### config.mk
export PLATFORM = sky130hd
export DESIGN_NAME = program_memory_table_access
export DESIGN_NICKNAME = d
export VERILOG_FILES = /design/src/prog_table_pkg.sv /design/src/reset_release.sv /design/src/table_read_lane.sv /design/src/program_memory_table_access.sv
export VERILOG_INCLUDE_DIRS = /design/src
export SDC_FILE = /design/constraint.sdc
export NUM_CORES = 1
export LEC_CHECK = 0
export ABC_AREA = 0
export CORE_MARGIN = 2
export CORE_UTILIZATION = 64
export DETAILED_ROUTE_END_ITERATION = 8
export DONT_BUFFER_PORTS = 1
export PLACE_DENSITY = 0.79
export REMOVE_ABC_BUFFERS = 1
export SYNTH_ARGS = -nofsm -noshare
export SYNTH_HDL_FRONTEND = slang
export SYNTH_HIERARCHICAL = 1
export SYNTH_SLANG_ARGS = --single-unit
### constraint.sdc
create_clock -name clock -period 10.1 [get_ports clock]
set_input_delay 2.02 -clock clock [delete_from_list [all_inputs] [get_ports clock]]
set_output_delay 2.02 -clock clock [all_outputs]
set_load 0.01 [all_outputs]
### src/prog_table_defs.svh
// Purpose: Offsets, field positions, reset values and widths for the
//          program memory table access block.
// Assumes: 16-bit data words and a 24-bit program word.
// Notes:   Definitions only.
`ifndef PROG_TABLE_DEFS_SVH
`define PROG_TABLE_DEFS_SVH

// ==========================================================
// Widths
`define PMT_DATA_W 16
`define PMT_PROG_W 24
`define PMT_PAGE_W 8
`define PMT_EA_W 16
`define PMT_WORD_ADDR_W 23
`define PMT_LANES 3
`define PMT_REG_ADDR_W 4

// ==========================================================
// Register offsets
`define PMT_OFF_TABLE_PAGE 4'h0
`define PMT_OFF_STATUS 4'h2

// ==========================================================
// Field positions
`define PMT_PAGE_CONFIG_BIT 7
`define PMT_STATUS_BUSY_BIT 0
`define PMT_STATUS_CONFIG_BIT 1
`define PMT_STATUS_WRITE_BIT 2

// ==========================================================
// Reset values
`define PMT_TABLE_PAGE_RST 8'h00
`define PMT_REG_RDATA_RST 16'h0000

// ==========================================================
// Byte lane enables of a flash write
`define PMT_BE_NONE 3'h0
`define PMT_BE_LOW_BYTE 3'h1
`define PMT_BE_MID_BYTE 3'h2
`define PMT_BE_LOW_WORD 3'h3
`define PMT_BE_HIGH_BYTE 3'h4

`endif

### src/prog_table_pkg.sv
// Purpose: Types shared by the program memory table access block.
// Assumes: Constants come from prog_table_defs.svh.
// Notes:   Types only.
`include "prog_table_defs.svh"

package prog_table_pkg;

  // ==========================================================
  // Table operations and access sequencer states
  typedef enum logic [1:0] {
    OP_READ_LOW,
    OP_READ_HIGH,
    OP_WRITE_LOW,
    OP_WRITE_HIGH
  } table_op_e;

  typedef enum logic [1:0] {
    ST_IDLE,
    ST_READ,
    ST_WAIT
  } access_state_e;

  // ==========================================================
  // Carriers
  typedef struct packed {
    table_op_e op;
    logic byteMode;
    logic [`PMT_EA_W-1:0] effAddr;
    logic [`PMT_DATA_W-1:0] wrData;
  } table_req_s;

  typedef struct packed {
    logic strobe;
    logic configSpace;
    logic [`PMT_WORD_ADDR_W-1:0] wordAddr;
    logic [`PMT_LANES-1:0] byteEn;
    logic [`PMT_PROG_W-1:0] data;
  } flash_wr_s;

endpackage

### src/reset_release.sv
// Purpose: Two-stage release of the asynchronous active-low reset.
// Assumes: nrst may rise at any time relative to clock.
// Notes:   Assertion is immediate, release takes two edges.
`timescale 1ns/1ps

module reset_release (
  // Clock and raw reset
  input wire logic clock,
  input wire logic nrst,
  // Released reset
  output logic rstN
);

  logic stage1;

  // ==========================================================
  // Synchroniser
  always_ff @(posedge clock or negedge nrst) begin
    if (!nrst) begin
      stage1 <= 1'b0;
      rstN <= 1'b0;
    end else begin
      stage1 <= 1'b1;
      rstN <= stage1;
    end
  end

endmodule

### src/table_read_lane.sv
// Purpose: Steers a 24-bit program word onto the 16-bit data bus.
// Assumes: Program word already fetched from the flash array.
// Notes:   Purely combinational.
`timescale 1ns/1ps
`include "prog_table_defs.svh"

module table_read_lane (
  // Fetched word and selection
  input wire logic [`PMT_PROG_W-1:0] progWord,
  input wire logic highSpace,
  input wire logic byteMode,
  input wire logic byteSel,
  // Data to the CPU
  output logic [`PMT_DATA_W-1:0] data
);

  // ==========================================================
  // Lane steering
  always_comb begin
    data = 16'h0000;
    if (!highSpace) begin
      if (!byteMode) begin
        data = progWord[15:0];
      end else if (byteSel) begin
        data = {8'h00, progWord[15:8]};
      end else begin
        data = {8'h00, progWord[7:0]};
      end
    end else begin
      // Upper space is only 8 bits wide, high data byte is phantom
      if (!byteMode) begin
        data = {8'h00, progWord[23:16]};
      end else if (!byteSel) begin
        data = {8'h00, progWord[23:16]};
      end else begin
        data = 16'h0000;
      end
    end
  end

endmodule

### src/program_memory_table_access.sv
// Purpose: Table read and write path from the CPU to program flash.
// Assumes: Flash returns read data in the cycle after flashRdEn.
// Notes:   One access at a time; busy refuses new requests.
//
// Notes on behaviour
// Low-word operations reach the low 16 program bits directly.
// High-word operations alone reach the upper 8 program bits.
// Program words step by two, so bit 0 is never a word address bit.
// Two parallel 16-bit spaces; low and high operations pick one.
// Word-mode low read returns program bits 15..0.
// Byte-mode low read returns upper byte when select is one, else lower.
// Word-mode high read returns bits 23..16, upper data byte zero.
// Byte-mode high read returns zero when the phantom byte is selected.
// Every table read supports both byte and word size.
// The table page register supplies the page for every operation.
// Page bit 7 clear selects user space, set selects configuration.
// Table writes pass bytes or words on to flash programming logic.
// Full address is the page above the 16-bit effective address.
// Byte select is bit 0 of the effective address.
`timescale 1ns/1ps
`include "prog_table_defs.svh"

module program_memory_table_access (
  // Clock and reset
  input wire logic clock,
  input wire logic nrst,
  input wire logic clockEnable,
  // Register port
  input wire logic [`PMT_REG_ADDR_W-1:0] regAddr,
  input wire logic [`PMT_DATA_W-1:0] regWrData,
  input wire logic regWrStrobe,
  input wire logic regRdStrobe,
  output logic [`PMT_DATA_W-1:0] regRdData,
  // CPU table requests
  input wire logic reqValid,
  input wire prog_table_pkg::table_req_s req,
  output logic busy,
  output logic done,
  output logic [`PMT_DATA_W-1:0] readData,
  // Flash array
  output logic flashRdEn,
  output logic flashConfigSpace,
  output logic [`PMT_WORD_ADDR_W-1:0] flashWordAddr,
  input wire logic [`PMT_PROG_W-1:0] flashRdData,
  output prog_table_pkg::flash_wr_s flashWr
);

  // ==========================================================
  // Declarations
  logic rstN;
  logic [`PMT_PAGE_W-1:0] tablePage;
  logic [`PMT_PAGE_W-1:0] next_tablePage;
  logic [`PMT_DATA_W-1:0] next_regRdData;
  prog_table_pkg::access_state_e state;
  prog_table_pkg::access_state_e next_state;
  prog_table_pkg::table_op_e op;
  prog_table_pkg::table_op_e next_op;
  logic byteMode;
  logic next_byteMode;
  logic byteSel;
  logic next_byteSel;
  logic lastWrite;
  logic next_lastWrite;
  logic next_busy;
  logic next_done;
  logic [`PMT_DATA_W-1:0] next_readData;
  logic next_flashRdEn;
  logic next_flashConfigSpace;
  logic [`PMT_WORD_ADDR_W-1:0] next_flashWordAddr;
  prog_table_pkg::flash_wr_s next_flashWr;
  logic [`PMT_PROG_W-1:0] fullAddr;
  logic [`PMT_DATA_W-1:0] laneData;
  logic isRead;

  // ==========================================================
  // Helpers
  function automatic logic [`PMT_PROG_W-1:0] formAddress(
    input logic [`PMT_PAGE_W-1:0] page,
    input logic [`PMT_EA_W-1:0] ea
  );
    formAddress = {page, ea}; // see R13
  endfunction

  function automatic prog_table_pkg::flash_wr_s writeBeat(
    input prog_table_pkg::table_req_s r,
    input logic [`PMT_PROG_W-1:0] addr
  );
    prog_table_pkg::flash_wr_s w;
    w.strobe = 1'b1;
    w.configSpace = addr[`PMT_PROG_W-1];
    w.wordAddr = addr[`PMT_PROG_W-1:1];
    w.byteEn = `PMT_BE_NONE;
    w.data = {`PMT_PROG_W{1'b0}};
    if (r.op == prog_table_pkg::OP_WRITE_LOW) begin
      if (!r.byteMode) begin
        w.byteEn = `PMT_BE_LOW_WORD; // see R12
        w.data = {8'h00, r.wrData};
      end else if (r.effAddr[0]) begin
        w.byteEn = `PMT_BE_MID_BYTE;
        w.data = {8'h00, r.wrData[7:0], 8'h00};
      end else begin
        w.byteEn = `PMT_BE_LOW_BYTE;
        w.data = {16'h0000, r.wrData[7:0]};
      end
    end else begin
      // Phantom byte writes are dropped with no lane enabled
      w.data = {r.wrData[7:0], 16'h0000};
      if (!r.byteMode || !r.effAddr[0]) begin
        w.byteEn = `PMT_BE_HIGH_BYTE; // see R2
      end
    end
    writeBeat = w;
  endfunction

  // ==========================================================
  // Reset release
  reset_release resetSync (
    .clock(clock),
    .nrst(nrst),
    .rstN(rstN)
  );

  // ==========================================================
  // Read lane steering
  table_read_lane readLane (
    .progWord(flashRdData),
    .highSpace(op == prog_table_pkg::OP_READ_HIGH),
    .byteMode(byteMode),
    .byteSel(byteSel),
    .data(laneData)
  );

  // ==========================================================
  // Register port
  always_comb begin
    next_tablePage = tablePage;
    next_regRdData = `PMT_REG_RDATA_RST;
    if (regWrStrobe && regAddr == `PMT_OFF_TABLE_PAGE) begin
      next_tablePage = regWrData[`PMT_PAGE_W-1:0];
    end
    if (regRdStrobe) begin
      if (regAddr == `PMT_OFF_TABLE_PAGE) begin
        next_regRdData = {8'h00, tablePage};
      end else if (regAddr == `PMT_OFF_STATUS) begin
        next_regRdData[`PMT_STATUS_BUSY_BIT] = busy;
        next_regRdData[`PMT_STATUS_CONFIG_BIT] = flashConfigSpace;
        next_regRdData[`PMT_STATUS_WRITE_BIT] = lastWrite;
      end else begin
        next_regRdData = `PMT_REG_RDATA_RST;
      end
    end
  end

  always_ff @(posedge clock or negedge rstN) begin
    if (!rstN) begin
      tablePage <= `PMT_TABLE_PAGE_RST;
      regRdData <= `PMT_REG_RDATA_RST;
    end else if (clockEnable) begin
      tablePage <= next_tablePage;
      regRdData <= next_regRdData;
    end
  end

  // ==========================================================
  // Access sequencer
  // Page is sampled at acceptance, so later page writes do not
  // disturb an access already in flight.
  always_comb begin
    fullAddr = formAddress(tablePage, req.effAddr);
    isRead = (req.op == prog_table_pkg::OP_READ_LOW) ||
             (req.op == prog_table_pkg::OP_READ_HIGH);
    next_state = state;
    next_op = op;
    next_byteMode = byteMode;
    next_byteSel = byteSel;
    next_lastWrite = lastWrite;
    next_busy = busy;
    next_done = 1'b0;
    next_readData = readData;
    next_flashRdEn = 1'b0;
    next_flashConfigSpace = flashConfigSpace;
    next_flashWordAddr = flashWordAddr;
    next_flashWr = flashWr;
    next_flashWr.strobe = 1'b0;
    case (state)
      prog_table_pkg::ST_IDLE: begin
        if (reqValid) begin
          next_op = req.op;
          next_byteMode = req.byteMode;
          next_byteSel = req.effAddr[0];
          next_flashConfigSpace = fullAddr[`PMT_PROG_W-1];
          next_lastWrite = !isRead;
          if (isRead) begin
            next_flashRdEn = 1'b1;
            next_flashWordAddr = fullAddr[`PMT_PROG_W-1:1];
            next_busy = 1'b1;
            next_state = prog_table_pkg::ST_READ;
          end else begin
            next_flashWr = writeBeat(req, fullAddr);
            next_done = 1'b1;
          end
        end
      end
      prog_table_pkg::ST_READ: begin
        next_state = prog_table_pkg::ST_WAIT;
      end
      prog_table_pkg::ST_WAIT: begin
        next_readData = laneData; // see R1
        next_done = 1'b1;
        next_busy = 1'b0;
        next_state = prog_table_pkg::ST_IDLE;
      end
      default: begin
        next_state = prog_table_pkg::ST_IDLE;
        next_busy = 1'b0;
      end
    endcase
  end

  always_ff @(posedge clock or negedge rstN) begin
    if (!rstN) begin
      state <= prog_table_pkg::ST_IDLE;
      op <= prog_table_pkg::OP_READ_LOW;
      byteMode <= 1'b0;
      byteSel <= 1'b0;
      lastWrite <= 1'b0;
      busy <= 1'b0;
      done <= 1'b0;
      readData <= 16'h0000;
      flashRdEn <= 1'b0;
      flashConfigSpace <= 1'b0;
      flashWordAddr <= 23'h000000;
      flashWr <= '0;
    end else if (clockEnable) begin
      state <= next_state;
      op <= next_op;
      byteMode <= next_byteMode;
      byteSel <= next_byteSel;
      lastWrite <= next_lastWrite;
      busy <= next_busy;
      done <= next_done;
      readData <= next_readData;
      flashRdEn <= next_flashRdEn;
      flashConfigSpace <= next_flashConfigSpace;
      flashWordAddr <= next_flashWordAddr;
      flashWr <= next_flashWr;
    end
  end

  // ==========================================================
  // Checks
  readLowWord_a: assert property (
    @(posedge clock) disable iff (!rstN)
    clockEnable && state == prog_table_pkg::ST_WAIT &&
    op == prog_table_pkg::OP_READ_LOW && !byteMode
    |=> done && readData == $past(flashRdData[15:0]))
    else $error("low word read mismatch");

  readLowByte_a: assert property (
    @(posedge clock) disable iff (!rstN)
    clockEnable && state == prog_table_pkg::ST_WAIT &&
    op == prog_table_pkg::OP_READ_LOW && byteMode
    |=> readData == ($past(byteSel) ?
                     {8'h00, $past(flashRdData[15:8])} :
                     {8'h00, $past(flashRdData[7:0])}))
    else $error("low byte read mismatch");

  readHighWord_a: assert property (
    @(posedge clock) disable iff (!rstN)
    clockEnable && state == prog_table_pkg::ST_WAIT &&
    op == prog_table_pkg::OP_READ_HIGH && !byteMode
    |=> readData == {8'h00, $past(flashRdData[23:16])})
    else $error("high word read mismatch");

  phantomByte_a: assert property (
    @(posedge clock) disable iff (!rstN)
    clockEnable && state == prog_table_pkg::ST_WAIT &&
    op == prog_table_pkg::OP_READ_HIGH && byteMode && byteSel
    |=> done && readData == 16'h0000)
    else $error("phantom byte not zero");

  fetchAddress_a: assert property (
    @(posedge clock) disable iff (!rstN)
    clockEnable && state == prog_table_pkg::ST_IDLE && reqValid &&
    (req.op == prog_table_pkg::OP_READ_LOW ||
     req.op == prog_table_pkg::OP_READ_HIGH)
    |=> flashRdEn && busy &&
        flashWordAddr == {$past(tablePage), $past(req.effAddr[15:1])})
    else $error("fetch address wrong");

  configSpace_a: assert property (
    @(posedge clock) disable iff (!rstN)
    clockEnable && state == prog_table_pkg::ST_IDLE && reqValid
    |=> flashConfigSpace == $past(tablePage[`PMT_PAGE_CONFIG_BIT]))
    else $error("space select wrong");

  writeLowWord_a: assert property (
    @(posedge clock) disable iff (!rstN)
    clockEnable && state == prog_table_pkg::ST_IDLE && reqValid &&
    req.op == prog_table_pkg::OP_WRITE_LOW && !req.byteMode
    |=> flashWr.strobe && done && flashWr.byteEn == `PMT_BE_LOW_WORD &&
        flashWr.data[15:0] == $past(req.wrData))
    else $error("low word write wrong");

  writeByteSel_a: assert property (
    @(posedge clock) disable iff (!rstN)
    clockEnable && state == prog_table_pkg::ST_IDLE && reqValid &&
    req.op == prog_table_pkg::OP_WRITE_LOW && req.byteMode
    |=> flashWr.byteEn == ($past(req.effAddr[0]) ?
                           `PMT_BE_MID_BYTE : `PMT_BE_LOW_BYTE))
    else $error("write byte lane wrong");

  writeHigh_a: assert property (
    @(posedge clock) disable iff (!rstN)
    clockEnable && state == prog_table_pkg::ST_IDLE && reqValid &&
    req.op == prog_table_pkg::OP_WRITE_HIGH
    |=> flashWr.strobe && flashWr.data[23:16] == $past(req.wrData[7:0])
        && flashWr.byteEn == (($past(req.byteMode) &&
            $past(req.effAddr[0])) ? `PMT_BE_NONE : `PMT_BE_HIGH_BYTE))
    else $error("high write lane wrong");

endmodule

==> summary.txt, run 1 <==
Yosys
  – Post-Synth Simple-Gate Area: 0.0828
  – Top FF cell, synth: dfrtp_1
  – Post-synthesis cell type with the largest combined area: dfrtp_1
  – Synth top area cells: dfrtp_1 58%, mux2_2 14%, mux2_4 3.5%
  – Post-Synth XOR/XNOR Area: 0
  – Asr flop ratio synth: 1.00
  – Mapped Area: 0.00517 sq mm
  – Share of the synthesized area in the top cell type: 0.576
  – Sequential share of the synthesized area: 0.576
  – Most common cell in the netlist: dfrtp_1
  – Synth Area in Adders: 0
  – Yosys warns: 6
  – Yosys cell types: 40
  – Synthesized area per cell: 13.6 sq um
  – Largest family of logic cells by synthesized area: multiplexers
  – Synth Register Bits: 119
  – Commonest cells post-synth: 119 x dfrtp_1, 65 x mux2_2, 20 x inv_1
  – Synth Area in Compound Gates: 0.0714
  – Gate count after technology mapping: 381
  – Post-synth EDFFs: 0
  – Mux contribution to synthesized area: 0.207

Cells and area
  – Layout Nets: 463
  – Final Non-Filler Cells: 492
  – FF+latch area: 0.00298 sq mm
  – Layout cell share with drive strength beyond 1: 0.321
  – # fillers: 530
  – Multi-input gate area: 0.00190 sq mm
  – Area grow syn2layout: 8.88%
  – Ant diodes: 0

STA
  – Final hold vios: 0
  – WHS: 0.352 ns
  – Final worst path period share: 0.296
  – Pins Over Slew Limit: 0
  – Worst Skew: 0.00707 ns
  – PnR worst setup slack: 7.11 ns
  – Slew margin rel.: 0.493
  – Unrepaired setup endpoints after global routing: no
  – Tmin final: 2.99 ns
  – Setup_tns: 0 ns
  – Worst-margin pin slew: 0.758 ns
  – Final setup viols: 0
  – Fmax: 334 MHz

Critical path
  – RR Endpoint: flashWr[45]
  – R2R cell count: 3
  – Crit path max fanout: 3
  – Critical R2R Launch: state[1]
  – Crit Path Category: reg2out
  – Startpoint types: register
  – Setup crit end kind: output pin
  – Worst Setup SP: flashWr[50]
  – Worst R2R Setup Slack: 8.18 ns
  – Critical Path RT: 8.08 ns
  – Arrival @ worst endpoint: 0.97 ns

Route
  – Final WL: 10700 um
  – Via Count: 3066
  – DR DRC count: 0
  – Drt pass-1 iters: 4
  – Antenna-violating nets left: 0
  – Detail-routed net length per standard cell: 21.8 um
  – Drt via density: 6.23
  – Drt initial violations: 146

Min path
  – Hold Crit Class: reg2reg
  – Hold Crit Endpoint: resetSync/rstN
  – Hold depth: 0
  – Hold_sp: resetSync/stage1

Die
  – Placeable core area: 0.00777 sq mm
  – Initial Util: 0.666
  – Die extent in x: 93.9 um
  – Die area: 0.00881 sq mm
  – # IOs: 196
  – Die Span Y: 93.9 um
  – Site row count: 32

Pwr
  – Total power: 1.49 mW
  – PwrDens: 265 mW/mm^2
  – Leakage: 2.52 nW
  – Max VDD drop: 149 uV

GRT
  – Total congestion overflow: 0
  – First-pass GRT wire length: 16700 um
  – Vias in the first global route: 3156
  – Largest net degree at the start of global routing: 61
  – Initial antenna violation count: 0
  – GRT Util Overall: 0.251

Clocking
  – Clock slew at reported path FFs: 0.06 ns
  – Max Buffers Root-to-Sink: 2
  – CTS Root Cell: clkbuf_8
  – Clk_lat worst skew: 0.50 ns
  – CTS tree: built
  – Post-cts sizing count: 0
  – H-tree level count: 4
  – Total CTS buffers: 17
  – Clock Sinks: 119
  – Setup bufs post-CTS: 0
  – Hold buffer count at cts: 0

Placed design
  – Port Buffer Count: 0
  – Dpl cells: 461
  – Post-DP HPWL: 7120 um
  – Setup WS pre-CTS: 6.65 ns
  – RD Place Congestion: 0.739

Status
  – Outcome: finished clean

Run
  – Max Cap Viol: 0
## metrics by stage
step / instance area [sq um] / util
global placement: 5100 / 0.657
global route: 5630 / 0.725
finish: 5630 / 0.725
CTS: 5630 / 0.725
floorplan: 4960 / -
detailed placement: 5100 / 0.657
## where the power goes
part | internal, mW | switching, mW | leakage, nW
Clock | 0.322 | 0.206 | 0.256
Sequential | 0.603 | 0.160 | 1.50
Combinational | 0.123 | 0.0757 | 0.759
Total | 1.05 | 0.441 | 2.52
## metal layers
layer	GRT usage	part of all wire
met1	0.301	0.37
met2	0.419	0.52
met3	0.0963	0.097
met4	0.0821	0.0094
met5	0	0
## layout by cell type, fill, tap and decap left out, types with 5 or more instances in the layout
cell type,n
a22o_1,8
clkbuf_16,16
conb_1,9
inv_1,20
dfrtp_1,118
o21ai_2,8
nand2_1,17
clkinv_2,6
nor2b_1,11
o21ai_0,7
mux2_2,65
a31oi_1,9
mux2_4,12
o2bb2ai_1,9
o22ai_1,5
nand4b_1,8
mux2i_1,16
and2_1,10
## sequential cells by signal, indices dropped and copies added (netlist names)
| signal | count |
|---|---|
| busy | 1 |
| byteMode | 1 |
| byteSel | 1 |
| done | 1 |
| flashConfigSpace | 1 |
| flashRdEn | 1 |
| flashWordAddr | 23 |
| flashWr | 51 |
| lastWrite | 1 |
| op | 2 |
| readData | 16 |
| regRdData | 8 |
| resetSync/rstN | 1 |
| resetSync/stage1 | 1 |
| state | 2 |
| tablePage | 8 |
## cell families after synthesis
| group | Yosys count |
|---|---|
| other cells | 2 |
| mux | 93 |
| compound gates | 50 |
| simple gates | 66 |
| buf+inv | 51 |
| flops | 119 |
## worst max path at each step
stage	end	slack [ns]	cells past startpoint
2_1_floorplan	busy	6.54	0
3_3_place_gp	flashWr[44]	6.68	3
4_1_cts	flashWr[49]	7.09	0
6_report	flashWr[49]	7.11	0
5_1_grt	flashWr[49]	7.06	0
3_5_place_dp	flashWr[45]	6.65	3
## cell type report
cell class,count,area share
Clock buffer,18,0.0742
Multi-Input combinational cell,218,0.338
Clock inverter,13,0.0193
Sequential cell,119,0.530
Tap cell,102,0.0227
Timing Repair Buffer,2,0.00267
Inverter,20,0.0133
Note: power is estimated with default switching activity, not from simulation.
==> run 2: changes to the inputs <==
--- a/config.mk
+++ b/config.mk
@@ -8,10 +8,10 @@
 export LEC_CHECK = 0
 export ABC_AREA = 0
 export CORE_MARGIN = 2
-export CORE_UTILIZATION = 64
+export CORE_UTILIZATION = 57
 export DETAILED_ROUTE_END_ITERATION = 8
 export DONT_BUFFER_PORTS = 1
-export PLACE_DENSITY = 0.79
+export PLACE_DENSITY = 0.74
 export REMOVE_ABC_BUFFERS = 1
 export SYNTH_ARGS = -nofsm -noshare
 export SYNTH_HDL_FRONTEND = slang
==> constraint.sdc (replaced) <==
create_clock -name clock -period 2.5 [get_ports clock]
set_input_delay 0.5 -clock clock [delete_from_list [all_inputs] [get_ports clock]]
set_output_delay 0.5 -clock clock [all_outputs]
set_load 0.01 [all_outputs]
==> summary.txt, run 2 (synthesis results as in run 1) <==
Pwr
  – PwrDens: 1090 mW/mm^2 (+310%)
  – Max VDD drop: 586 uV (+290%)
  – Internal power: 4.46 mW (+330%)
  – Net Sw Frac: 0.286 (-0.0103)
  – Leakage: 2.57 nW (+2.0%)
  – Sequential power share: 0.490 (-0.022)
  – Comb pwr share: 0.131 (-0.002)
  – Clock Power Share: 0.379 (+0.025)
  – Total power: 6.25 mW (+320%)
  – Sw power: 1.78 mW (+300%)

Placed design
  – Dpl cells: 471 (+2.2%)
  – RD Place Congestion: 0.819 (+11%)
  – Port Buffer Count: 0 (unchanged)
  – Post-DP HPWL: 7240 um (+1.7%)
  – Setup WS pre-CTS: 0.645 ns (-6.00 ns)

Die
  – Site row count: 34 (+6.3%)
  – Die Span Y: 99.2 um (+5.7%)
  – Initial Util: 0.590 (-0.0756)
  – # IOs: 196 (unchanged)
  – Placeable core area: 0.00876 sq mm (+13%)
  – Die area: 0.00985 sq mm (+12%)
  – Die extent in x: 99.2 um (+5.7%)

Cells and area
  – Final Non-Filler Cells: 503 (+2.2%)
  – Biggest register: flashWr
  – Commonest cells after routing, fill and taps aside: 118 x dfrtp_1, 65 x mux2_2, 20 x inv_1
  – Layout cell share with drive strength beyond 1: 0.322 (+0.00101)
  – Max reg flops: 51 (unchanged)
  – Largest registers: flashWr: 51 flops, flashWordAddr: 23 flops, readData: 16 flops
  – Area grow syn2layout: 11.0%
  – Layout Nets: 468 (+1.1%)
  – Ant diodes: 0 (unchanged)
  – Finished Core Util: 0.655 (-0.0698)
  – # fillers: 655 (+24%)
  – Commonest non-fill, non-tap cell in the layout: dfrtp_1

Critical path
  – Critical Path Max Stage Delay: 0.72 ns
  – Cells along the critical path: nand4bb_1 > nor4b_4 > a22o_1
  – Arrival @ worst endpoint: 2.32 ns (+1.35 ns)
  – Crit path max fanout: 9 (+6)
  – Slowest CP cell: nor4b_4
  – Crit Path Category: reg2reg
  – Critical Path RT: 2.93 ns (-5.15 ns)
  – CP Buf/Inv Count: 0
  – Cell family with most CP delay: simple AND/OR/NAND/NOR gates
  – Setup crit end kind: register
  – Startpoint types: register

GRT
  – GR peak layer: met2
  – GR Layer Usage met2: 0.358 (-0.0609)
  – Met1 usage: 0.284 (-0.0169)
  – First-pass GRT wire length: 17300 um (+3.4%)
  – Vias in the first global route: 3230 (+2.3%)
  – Largest net degree at the start of global routing: 48 (-21%)
  – Met3 usage: 0.0963 (about the same)
  – Total congestion overflow: 0 (unchanged)
  – Initial antenna violation count: 0 (unchanged)
  – GRT Util Overall: 0.228 (-0.0236)

STA
  – Worst Skew: 0.00976 ns (+0.00269 ns)
  – Final worst path period share: 0.756
  – Tmin final: 1.89 ns
  – Slew margin rel.: 0.510 (+0.0167)
  – Final setup viols: 0 (unchanged)
  – Pins Over Slew Limit: 0 (unchanged)
  – PnR worst setup slack: 0.609 ns (-6.50 ns)
  – Final hold vios: 0 (unchanged)
  – Fmax: 529 MHz
  – Unrepaired setup endpoints after global routing: no
  – Worst-margin pin slew: 0.733 ns (-0.0249 ns)
  – WHS: 0.0850 ns (-0.267 ns)

Clocking
  – H-tree level count: 4 (unchanged)
  – Clk_lat worst skew: 0.50 ns (about the same)
  – Clock slew at reported path FFs: 0.06 ns (about the same)
  – Max Buffers Root-to-Sink: 2 (unchanged)
  – Total CTS buffers: 17 (unchanged)
  – CTS tree: built
  – Clock Sinks: 119 (unchanged)
  – Post-cts sizing count: 0 (unchanged)
  – CTS Root Cell: clkbuf_8
  – Setup bufs post-CTS: 0 (unchanged)

Run
  – Max Cap Viol: 0 (unchanged)

Route
  – Via Count: 3040 (-0.85%)
  – Detail-routed net length per standard cell: 21.3 um (-2.1%)
  – Antenna-violating nets left: 0 (unchanged)
  – Drt initial violations: 103 (-29%)
  – Drt pass-1 iters: 4 (unchanged)
  – DR DRC count: 0 (unchanged)
  – Drt via density: 6.04 (-3.0%)
  – Final WL: 10700 um (+0.10%)

Min path
  – Hold Crit Class: in2reg

Status
  – Outcome: finished clean
==> run 2: timing repair <==
action                                  4_1_cts  5_1_grt
hold endpoints to repair                      2        0
endpoints found under the setup margin        0        0
hold buffers                                  1        0
==> run 2: through the flow <==
stage               TNS (ns)  cell area (sq um)
detailed placement         0               5150
global route               0               5740
CTS                        0               5740
finish                     0               5740
floorplan            -124.10               4960
global placement           0               5150
==> run 2: metal layers <==
layer | vias to the layer above | share of wire
met2 | 131 | 0.50
met3 | 12 | 0.089
met1 | 1560 | 0.40
li1 | 1337 | -
met5 | - | 0
met4 | 0 | 0.0096
==> run 2: final timing paths <==
| kind | from | end | slack (ns) | cells past startpoint |
|---|---|---|---|---|
| worst min-delay path | clockEnable | busy | 0.08 | 1 |
| min in group asynchronous | nrst | resetSync/stage1 | 0.22 | 1 |
| worst max-delay path | state[1] | flashWr[0] | 0.61 | 3 |
| worst min register to register | resetSync/rstN | flashWordAddr[10] | 0.35 | 0 |
| worst max register to register | state[1] | flashWr[0] | 0.61 | 3 |
| max in group asynchronous | resetSync/rstN | flashWr[31] | 1.45 | 1 |
==> run 2: layout make-up <==
class | count | area, sq um | share of cell area
multi-input combinational | 218 | 1900 | 0.332
clock inverter | 11 | 151 | 0.0264
inverter | 20 | 75.1 | 0.0131
tap | 108 | 135 | 0.0235
sequential | 119 | 2980 | 0.520
timing repair buffer | 7 | 67.6 | 0.0118
clock buffer | 20 | 425 | 0.0741
==> run 2: power groups by stage <==
stage	registers [mW]	logic, mW	clock network [mW]
final	3.06	0.819	2.36
after global routing	3.13	0.912	2.50
after detailed placement	3.10	0.823	0
after CTS	3.07	0.829	2.41
after floorplan	2.97	0.680	0
after global placement	3.08	0.786	0
